[src/pkg/sivl_pkg.sv]
/*
  Shared constants for the serial interface vector logic: bus widths,
  register offsets, field positions, reset values and vector codes.
  Assumes a 32-bit AHB-Lite register bus and a single 100 MHz clock.
*/
package sivl_pkg;

  localparam int unsigned HADDR_W  = 32;
  localparam int unsigned HDATA_W  = 32;
  localparam int unsigned OFS_W    = 5;
  localparam int unsigned SRC_N    = 4;
  localparam int unsigned VEC_W    = 5;
  localparam int unsigned LINE_N   = 2;

  // Register byte offsets
  localparam logic [OFS_W-1:0] OFS_VEC_LINE0 = 5'h00;
  localparam logic [OFS_W-1:0] OFS_VEC_LINE1 = 5'h04;
  localparam logic [OFS_W-1:0] OFS_FLAGS     = 5'h08;
  localparam logic [OFS_W-1:0] OFS_ENABLE    = 5'h0C;
  localparam logic [OFS_W-1:0] OFS_LINE_SEL  = 5'h10;

  // Source positions in flag, enable and line select, highest priority first
  localparam int unsigned SRC_ERR = 0;
  localparam int unsigned SRC_OVR = 1;
  localparam int unsigned SRC_RXF = 2;
  localparam int unsigned SRC_TXE = 3;

  // Vector field position inside a vector register
  localparam int unsigned VEC_LSB     = 1;
  localparam int unsigned VEC_MSB     = 5;
  localparam int unsigned SUSPEND_BIT = 0;

  // Reset values and clear masks
  localparam logic [SRC_N-1:0] FLAGS_RST    = 4'h0;
  localparam logic [SRC_N-1:0] ENABLE_RST   = 4'h0;
  localparam logic [SRC_N-1:0] LINE_SEL_RST = 4'h0;
  localparam logic [SRC_N-1:0] RD_CLR_MASK  = 4'h6;
  localparam logic [SRC_N-1:0] W1C_MASK     = 4'h7;

  typedef enum logic [VEC_W-1:0] {
    VEC_NONE       = 5'h00,
    VEC_ERROR      = 5'h11,
    VEC_RX_FULL    = 5'h12,
    VEC_RX_OVERRUN = 5'h13,
    VEC_TX_EMPTY   = 5'h14
  } sivl_vec_type;

endpackage

[src/logic/sivl_prio_enc.sv]
/*
  Priority encoder for one interrupt line: turns the pending sources of
  the line into a vector code and a one-hot grant of the chosen source.
  Assumes pending bits are already gated by enable and line routing.
*/
`timescale 1ns/100ps
`default_nettype none

module sivl_prio_enc
  import sivl_pkg::*;
(
  input  wire logic [sivl_pkg::SRC_N-1:0] pend_i,
  output sivl_pkg::sivl_vec_type          code_o,
  output logic      [sivl_pkg::SRC_N-1:0] grant_o
);

  // Error, overrun, receive full, transmit empty, in that order
  always_comb begin
    code_o  = VEC_NONE;
    grant_o = '0;
    if (pend_i[SRC_ERR]) begin
      code_o           = VEC_ERROR;
      grant_o[SRC_ERR] = 1'b1;
    end else if (pend_i[SRC_OVR]) begin
      code_o           = VEC_RX_OVERRUN;
      grant_o[SRC_OVR] = 1'b1;
    end else if (pend_i[SRC_RXF]) begin
      code_o           = VEC_RX_FULL;
      grant_o[SRC_RXF] = 1'b1;
    end else if (pend_i[SRC_TXE]) begin
      code_o           = VEC_TX_EMPTY;
      grant_o[SRC_TXE] = 1'b1;
    end
  end

endmodule

`default_nettype wire

[src/logic/sivl_vector_top.sv]
/*
  Interrupt vector logic of the serial interface: flag register, enable
  and line routing, two prioritised vector registers with read side
  effects, AHB-Lite slave and interrupt outputs.
  Assumes event inputs are single-cycle pulses from logic on SYS_CLK_I.
*/
`timescale 1ns/100ps
`default_nettype none

module sivl_vector_top
  import sivl_pkg::*;
(
  input  wire logic                         SYS_CLK_I,
  input  wire logic                         RESETN_I,
  input  wire logic                         HSEL_I,
  input  wire logic [sivl_pkg::HADDR_W-1:0] HADDR_I,
  input  wire logic [1:0]                   HTRANS_I,
  input  wire logic                         HWRITE_I,
  input  wire logic [2:0]                   HSIZE_I,
  input  wire logic [sivl_pkg::HDATA_W-1:0] HWDATA_I,
  input  wire logic                         HREADY_I,
  output logic                              HREADYOUT_O,
  output logic                              HRESP_O,
  output logic      [sivl_pkg::HDATA_W-1:0] HRDATA_O,
  input  wire logic                         ERR_EVENT_I,
  input  wire logic                         OVERRUN_EVENT_I,
  input  wire logic                         RX_FULL_EVENT_I,
  input  wire logic                         TX_EMPTY_EVENT_I,
  input  wire logic                         TX_DATA_WRITE_I,
  output logic                              IRQ_LINE_ZERO_O,
  output logic                              IRQ_LINE_ONE_O,
  output logic                              IRQ_O
);

  logic [SRC_N-1:0]   flags_q;
  logic [SRC_N-1:0]   flags_d;
  logic [SRC_N-1:0]   enable_q;
  logic [SRC_N-1:0]   line_sel_q;
  logic [SRC_N-1:0]   events;
  logic [SRC_N-1:0]   rd_clear;
  logic [SRC_N-1:0]   w1c_clear;
  logic [SRC_N-1:0]   pend     [LINE_N];
  logic [SRC_N-1:0]   grant    [LINE_N];
  sivl_vec_type       code     [LINE_N];
  logic               wr_pend_q;
  logic [OFS_W-1:0]   wr_ofs_q;
  logic               rd_data_q;
  logic [HDATA_W-1:0] rdata_q;
  logic [HDATA_W-1:0] rdata_d;
  logic               accept;
  logic               rd_accept;
  logic [OFS_W-1:0]   ofs;

  // Word-aligned register selection, shared by read and write paths
  function automatic logic hits(input logic [OFS_W-1:0] a,
                                input logic [OFS_W-1:0] target);
    hits = (a == target);
  endfunction

  function automatic logic [HDATA_W-1:0] vec_word(input sivl_vec_type c);
    vec_word = '0;
    vec_word[VEC_MSB:VEC_LSB] = c;
    vec_word[SUSPEND_BIT]     = 1'b0;
  endfunction

  assign ofs       = HADDR_I[OFS_W-1:0];
  assign accept    = HSEL_I & HTRANS_I[1] & HREADY_I;
  assign rd_accept = accept & ~HWRITE_I;

  assign events[SRC_ERR] = ERR_EVENT_I;
  assign events[SRC_OVR] = OVERRUN_EVENT_I;
  assign events[SRC_RXF] = RX_FULL_EVENT_I;
  assign events[SRC_TXE] = TX_EMPTY_EVENT_I;

  // One encoder per line; sources routed by the line select bits
  generate
    for (genvar n = 0; n < LINE_N; n++) begin : g_line
      assign pend[n] = flags_q & enable_q &
                       ((n == 0) ? ~line_sel_q : line_sel_q);
      sivl_prio_enc u_enc (
        .pend_i  (pend[n]),
        .code_o  (code[n]),
        .grant_o (grant[n])
      );
    end
  endgenerate

  // Only overrun and receive full are cleared by reading their vector
  always_comb begin
    rd_clear = '0;
    if (rd_accept && hits(ofs, OFS_VEC_LINE0)) begin
      rd_clear = grant[0] & RD_CLR_MASK;
    end else if (rd_accept && hits(ofs, OFS_VEC_LINE1)) begin
      rd_clear = grant[1] & RD_CLR_MASK;
    end
  end

  // Software may clear error, overrun and receive full by writing one
  always_comb begin
    w1c_clear = '0;
    if (wr_pend_q && hits(wr_ofs_q, OFS_FLAGS)) begin
      w1c_clear = HWDATA_I[SRC_N-1:0] & W1C_MASK;
    end
  end

  // New events win over every clear in the same cycle
  always_comb begin
    flags_d = flags_q & ~rd_clear & ~w1c_clear;
    if (TX_DATA_WRITE_I) begin
      flags_d[SRC_TXE] = 1'b0;
    end
    flags_d = flags_d | events;
  end

  always_ff @(posedge SYS_CLK_I or negedge RESETN_I) begin
    if (!RESETN_I) begin
      flags_q <= FLAGS_RST;
    end else begin
      flags_q <= flags_d;
    end
  end

  // Write address phase is held for the data phase
  always_ff @(posedge SYS_CLK_I or negedge RESETN_I) begin
    if (!RESETN_I) begin
      wr_pend_q <= 1'b0;
      wr_ofs_q  <= '0;
    end else begin
      wr_pend_q <= accept & HWRITE_I;
      if (accept && HWRITE_I) begin
        wr_ofs_q <= ofs;
      end
    end
  end

  // Vector registers have no write path at all
  always_ff @(posedge SYS_CLK_I or negedge RESETN_I) begin
    if (!RESETN_I) begin
      enable_q   <= ENABLE_RST;
      line_sel_q <= LINE_SEL_RST;
    end else if (wr_pend_q) begin
      if (hits(wr_ofs_q, OFS_ENABLE)) begin
        enable_q <= HWDATA_I[SRC_N-1:0];
      end
      if (hits(wr_ofs_q, OFS_LINE_SEL)) begin
        line_sel_q <= HWDATA_I[SRC_N-1:0];
      end
    end
  end

  // Read data captured at the address phase edge, with its side effect
  always_comb begin
    rdata_d = '0;
    if (hits(ofs, OFS_VEC_LINE0)) begin
      rdata_d = vec_word(code[0]);
    end else if (hits(ofs, OFS_VEC_LINE1)) begin
      rdata_d = vec_word(code[1]);
    end else if (hits(ofs, OFS_FLAGS)) begin
      rdata_d[SRC_N-1:0] = flags_q;
    end else if (hits(ofs, OFS_ENABLE)) begin
      rdata_d[SRC_N-1:0] = enable_q;
    end else if (hits(ofs, OFS_LINE_SEL)) begin
      rdata_d[SRC_N-1:0] = line_sel_q;
    end
  end

  always_ff @(posedge SYS_CLK_I or negedge RESETN_I) begin
    if (!RESETN_I) begin
      rdata_q   <= '0;
      rd_data_q <= 1'b0;
    end else begin
      rd_data_q <= rd_accept;
      if (rd_accept) begin
        rdata_q <= rdata_d;
      end
    end
  end

  assign HRDATA_O    = rdata_q;
  assign HREADYOUT_O = 1'b1;
  assign HRESP_O     = 1'b0;

  assign IRQ_LINE_ZERO_O = (code[0] != VEC_NONE);
  assign IRQ_LINE_ONE_O  = (code[1] != VEC_NONE);
  assign IRQ_O           = |(flags_q & enable_q);
endmodule

`default_nettype wire

[config.mk]
export PLATFORM = sky130hd
export DESIGN_NAME = sivl_vector_top
export DESIGN_NICKNAME = d
export VERILOG_FILES = /design/src/pkg/sivl_pkg.sv /design/src/logic/sivl_prio_enc.sv /design/src/logic/sivl_vector_top.sv
export SDC_FILE = /design/constraint.sdc
export NUM_CORES = 1
export LEC_CHECK = 0
export BUFFER_PORTS_ARGS = -buffer_cell sky130_fd_sc_hd__buf_2
export CAP_MARGIN = 0
export CORE_MARGIN = 10
export CORE_UTILIZATION = 26
export CTS_CLUSTER_SIZE = 20
export DETAILED_ROUTE_END_ITERATION = 6
export SYNTH_ARGS = -nofsm -noshare
export SYNTH_HDL_FRONTEND = slang
export SYNTH_HIERARCHICAL = 1
export SYNTH_SLANG_ARGS = --single-unit
[constraint.sdc]
create_clock -name SYS_CLK_I -period 1.52 [get_ports SYS_CLK_I]
set_input_delay 0.152 -clock SYS_CLK_I [delete_from_list [all_inputs] [get_ports SYS_CLK_I]]
set_output_delay 0.152 -clock SYS_CLK_I [all_outputs]
set_load 0.05 [all_outputs]
==> metrics.cfg, run 1 <==
[pwr]
p_leak_nw = 1.11
switching_share = 0.377
combinationalPowerShare = 0.426
power_frac_clock = 0.207
p_sw_mw = 0.814
p_seq_frac = 0.367
internal_power_mw = 1.34
cellPowerDensity_nw_per_um2 = 961
power.total_mw = 2.16
peakVddDrop_mv = 0.528

[finish]
area_growth_syn_to_layout_pct = 36.4
n_fill_cell = 625
final_cells = 330
drive_gt1_frac = 0.455
final_nets = 335
n_antenna_cell = 0

[setup_path]
path_delay_family = simple AND/OR/NAND/NOR gates
reg2reg_to = HRDATA_O[3]
crit_arrival_ns = 1.74
reg2reg_depth = 8
crit-reg2reg-launch = line_sel_q[2]
path_max_fanout = 4
worst_ep_required_time_ns = 1.37
r2r_setup_slack_ns = -0.12
cpPeakStageDelay_ns = 0.55
slowest_stage = or4_4
path_cells = and3_4 > or4_4 > nor2_4 > nand2_2 > buf_8
crit_path_end_kind = primary output
cp-start-kind = flip-flop
worst-path-buf-inv = 1
path_class = flip-flop to primary output

[clock_tree]
cts_buffers = 3
clk_pin_slew_ns = 0.09
clockRootBuffer = clkbuf_8
insertion_delay_ns = 0.27
cts_htree_levels = 1
clkSinkCount = 24
cts_tree = done
cts_buffer_depth = 2

[routing]
routed_wl_um = 4510
routedWlPerCell_um = 13.7
drc = 0
vias = 1466
via_per_inst = 4.44
drtPass1Iterations = 4
drtAntennaViolNets = 0
dr.first_iter.drc_count = 36

[floorplan]
fp.coreArea_um2 = 6030
fp.dieW_um = 99.6
rows = 28
die_h_um = 99.6
io_pins = 116
dieArea_um2 = 9920
start_util = 0.273

[place]
dpl.hpwl_um = 3570
dpl.cell_count = 315
gp_congestion = 0.870
io_buffers = 28

[hold_path]
min_to = flags_q[3]
min_path_type = input port to flip-flop
hold_depth = 2
hold_path.startpoint = TX_EMPTY_EVENT_I

[timing]
timing.fmax_mhz = 528
tns_ns = -0.898
relSlewSlack = 0.622
finalCritPeriodShare = 1.25
fin_crit_ns = 1.90
final-max-slew-violation-count = 0
max_slew.worst_pin.slew_ns = 0.566
hold_violations = 0
setup_slack_ns = -0.375
rsz0062_at_grt = yes
worst_clock_skew_ns = 0.00948
setup_viol = 5

[global_routing]
grt_overflow = 0
grt_pass1_vias = 1494
grt.total_usage = 0.0888
grt_max_degree = 25
grt_antenna_before_repair = 0
grt_pass1_wl_um = 7330

[yosys]
syn_area_um2 = 1650
syn_area_per_cell_um2 = 8.85
netlist_instances = 186
synth_warnings = 6

[outcome]
status = finished, violations left
violations = setup timing

[run]
maxCapViolCount = 0

[cells in the final DEF (no fill, tap or decap), types with 2 or more instances in the layout]
cell type  instances
nor2_4             4
and2b_2            2
a31o_1             2
buf_8              2
a22oi_1            3
o21ba_2            2
a21oi_1            5
nand2_2            4
nor2_1             5
mux2_4             4
and3_4             3
a21o_1             2
dfrtp_1           23
a32oi_1            2
buf_2             25
mux2_2             4
or4_4              4
nor3b_1            2
nor2_2             2
buf_4             45
o22ai_1            2
nor2b_1            3
nand2b_1           2
o22a_1             3
nor3_1             2
clkbuf_8           4
nor4b_2            2
nand2_1           33
nand4_1            2
or2_2              2
mux2i_1            3
nor4_1             2
conb_1            30
inv_1              2
nand3_1            4
[registers in the layout, indices dropped and copies added, names as in the netlist]
signal and count:
HRDATA_O 6, wr_ofs_q 5, enable_q 4, flags_q 4, line_sel_q 4, wr_pend_q 1
[worst max path at each step]
stage	startpoint	to	depth (start not counted)
after floorplan	flags_q[0]	IRQ_LINE_ONE_O	4
after global placement	flags_q[0]	IRQ_LINE_ONE_O	5
after detailed placement	flags_q[0]	IRQ_LINE_ONE_O	5
after CTS	enable_q[2]	IRQ_LINE_ONE_O	5
after global routing	flags_q[3]	IRQ_LINE_ONE_O	5
final	enable_q[3]	IRQ_LINE_ONE_O	5
[area by class of cell]
cell class | instances | area [um2] | area share
multi-input combinational | 151 | 973 | 0.433
inverter | 2 | 7.51 | 0.00334
tap | 75 | 93.8 | 0.0418
clock buffer | 4 | 55.1 | 0.0245
sequential | 24 | 602 | 0.268
timing repair buffer | 74 | 514 | 0.229
[power by group through the flow]
| stage | logic (mW) | registers [mW] | clock network [mW] |
|---|---|---|---|
| final | 0.921 | 0.792 | 0.446 |
| after global routing | 0.989 | 0.807 | 0.490 |
| after floorplan | 0.523 | 0.838 | 0 |
| after global placement | 0.768 | 0.790 | 0 |
| after detailed placement | 0.774 | 0.793 | 0 |
| after CTS | 0.860 | 0.784 | 0.467 |
[through the flow]
step / hold WS [ns] / setup WS [ns] / util / instance area, um2
2_1_floorplan: -0.144 / -0.0648 / - / 1760
3_5_place_dp: 0.181 / -0.185 / 0.330 / 1990
6_report: 0.0483 / -0.375 / 0.373 / 2250
3_3_place_gp: 0.170 / -0.169 / 0.330 / 1990
4_1_cts: 0.0442 / -0.385 / 0.359 / 2160
5_1_grt: 0.0509 / -0.456 / 0.373 / 2250
[what timing repair did]
item	4_1_cts	5_1_grt
gates resized for setup	18	14
cloned	0	0
hold buffers	1	0
endpoints found under the hold margin	24	0
pin swaps	8	7
setup buffers	6	5
setup endpoints to repair	9	11
[layer usage]
layer / global-route usage / routed length (um) / part of all wire / up-vias
li1: - / - / - / 720
met1: 0.0990 / 1740 / 0.39 / 694
met2: 0.155 / 2390 / 0.53 / 48
met3: 0.0353 / 349 / 0.077 / 4
met4: 0.0198 / 29 / 0.0064 / 0
met5: 0 / 0 / 0 / -
(Power assumes the default switching activity.)
==> run 2, diff against run 1 <==
MAX_ROUTING_LAYER = met4   (was not set)
==> metrics.cfg, run 2 (synthesis results as in run 1) <==
[place]
gp_congestion = 0.884  ; +1.6%
dpl.hpwl_um = 3570  ; unchanged
placed_cell_area_um2 = 1990  ; unchanged
io_buffers = 28  ; unchanged

[clock_tree]
cts_buffers = 3  ; unchanged
insertion_delay_ns = 0.27  ; about the same
cts_tree = done
clockRootBuffer = clkbuf_8
cts_buffer_depth = 2  ; unchanged
clk_pin_slew_ns = 0.09  ; about the same
clkSinkCount = 24  ; unchanged
cts_htree_levels = 1  ; unchanged

[floorplan]
start_util = 0.273  ; unchanged
rows = 28  ; unchanged
io_pins = 116  ; unchanged
fp.dieW_um = 99.6  ; unchanged
die_h_um = 99.6  ; unchanged
dieArea_um2 = 9920  ; unchanged
fp.coreArea_um2 = 6030  ; unchanged

[global_routing]
grt.total_usage = 0.0913  ; +0.00253
grt_pass1_wl_um = 7320  ; about the same
grt_antenna_before_repair = 0  ; unchanged
grt_overflow = 0  ; unchanged
grt_pass1_vias = 1496  ; +0.13%
grt_max_degree = 25  ; unchanged

[pwr]
internal_power_mw = 1.34  ; about the same
p_leak_nw = 1.11  ; unchanged
p_sw_mw = 0.814  ; about the same
p_seq_frac = 0.367  ; about the same
cellPowerDensity_nw_per_um2 = 961  ; about the same
combinationalPowerShare = 0.426  ; about the same
switching_share = 0.377  ; about the same
power.total_mw = 2.16  ; about the same
peakVddDrop_mv = 0.528  ; about the same
power_frac_clock = 0.207  ; about the same

[setup_path]
worst_ep_required_time_ns = 1.37  ; about the same
slowest_stage = or4_4
path_class = flip-flop to primary output
cp-start-kind = flip-flop
crit_arrival_ns = 1.74  ; about the same
crit_path_end_kind = primary output
path_max_fanout = 4  ; unchanged
cpPeakStageDelay_ns = 0.55  ; about the same
path_cells = and3_4 > or4_4 > nor2_4 > nand2_2 > buf_8

[outcome]
status = finished, violations left
violations = setup timing

[routing]
via_per_inst = 4.44  ; unchanged
drc = 0  ; unchanged
routedWlPerCell_um = 13.7  ; unchanged
vias = 1466  ; unchanged
dr.first_iter.drc_count = 36  ; unchanged
routed_wl_um = 4510  ; unchanged
drtAntennaViolNets = 0  ; unchanged
drtPass1Iterations = 4  ; unchanged

[timing]
timing.fmax_mhz = 528  ; about the same
final-max-slew-violation-count = 0  ; unchanged
worst_clock_skew_ns = 0.00946  ; -0.0000206 ns
tns_ns = -0.898  ; -0.000367 ns
setup_slack_ns = -0.375  ; -0.000125 ns
hold_violations = 0  ; unchanged
whs_ns = 0.0481  ; -0.000126 ns
setup_viol = 5  ; unchanged
fin_crit_ns = 1.90  ; +0.000125 ns
rsz0062_at_grt = yes
max_slew.worst_pin.slew_ns = 0.566  ; -0.0000457 ns
finalCritPeriodShare = 1.25  ; about the same
relSlewSlack = 0.622  ; about the same

[finish]
multi_input_area_um2 = 973  ; unchanged
final_nets = 335  ; unchanged
final_util = 0.373  ; unchanged
seq_area_um2 = 602  ; unchanged
layout.cells.most_common = buf_4
n_fill_cell = 625  ; unchanged
final_area_um2 = 2250  ; unchanged
final_cell_mix = buf_4, nand2_1, conb_1, buf_2, dfrtp_1
n_antenna_cell = 0  ; unchanged
largest_register_ff_count = 6  ; unchanged
drive_gt1_frac = 0.455  ; unchanged
area_growth_syn_to_layout_pct = 36.4  ; unchanged

[run]
maxCapViolCount = 0  ; unchanged

[hold_path]
min_path_type = input port to flip-flop

-- run 2: final timing paths --
kind | startpoint | end | slack, ns | depth (start not counted)
hold reg to reg | HRDATA_O[4] | HRDATA_O[4] | 0.48 | 2
hold / removal | TX_EMPTY_EVENT_I | flags_q[3] | 0.05 | 2
setup / recovery | enable_q[3] | IRQ_LINE_ONE_O | -0.38 | 5
max in group asynchronous | RESETN_I | line_sel_q[0] | 0.70 | 2
min in group asynchronous | RESETN_I | HRDATA_O[5] | 0.39 | 2
setup reg to reg | line_sel_q[2] | HRDATA_O[3] | -0.12 | 8
-- run 2: per-stage QoR --
stage / worst slack [ns] / instances
floorplan: -0.0648 / 212
detailed placement: -0.185 / 315
global route: -0.456 / 330
finish: -0.375 / 330
global placement: -0.169 / 315
CTS: -0.385 / 326
-- run 2: area by class of cell --
type / instances / share of cell area
multi-input cells: 151 / 0.433
well taps: 75 / 0.0418
clock buffers: 4 / 0.0245
flip-flops and latches: 24 / 0.268
inverters: 2 / 0.00334
repair buffers: 74 / 0.229
-- run 2: what timing repair did --
action | in CTS | in global routing
gates resized for setup | 18 | 14
hold buffers | 1 | 0
setup buffers | 6 | 5
setup endpoints to repair | 9 | 11
hold endpoints to repair | 24 | 0
pin swaps | 8 | 7
-- run 2: per-layer routing --
metal,share of wire,track usage,up-vias
li1,-,-,720
met1,0.39,0.101,694
met2,0.53,0.155,48
met3,0.071,0.0325,4
met4,0.0064,0.0198,0
met5,0,-,-
-- run 2: critical path: cells and delay by family, from the launching register on --
kind	cells	cell delay (ns)
buffers and inverters	1	0.15
DFF	1	0.43
and+or+nand+nor	4	0.90
-- run 2: power groups by stage --
stage	combinational, mW	clock, mW	sequential, mW
after floorplan	0.523	0	0.838
after global placement	0.768	0	0.790
after detailed placement	0.774	0	0.793
after CTS	0.860	0.467	0.784
after global routing	0.989	0.490	0.807
final	0.921	0.446	0.792
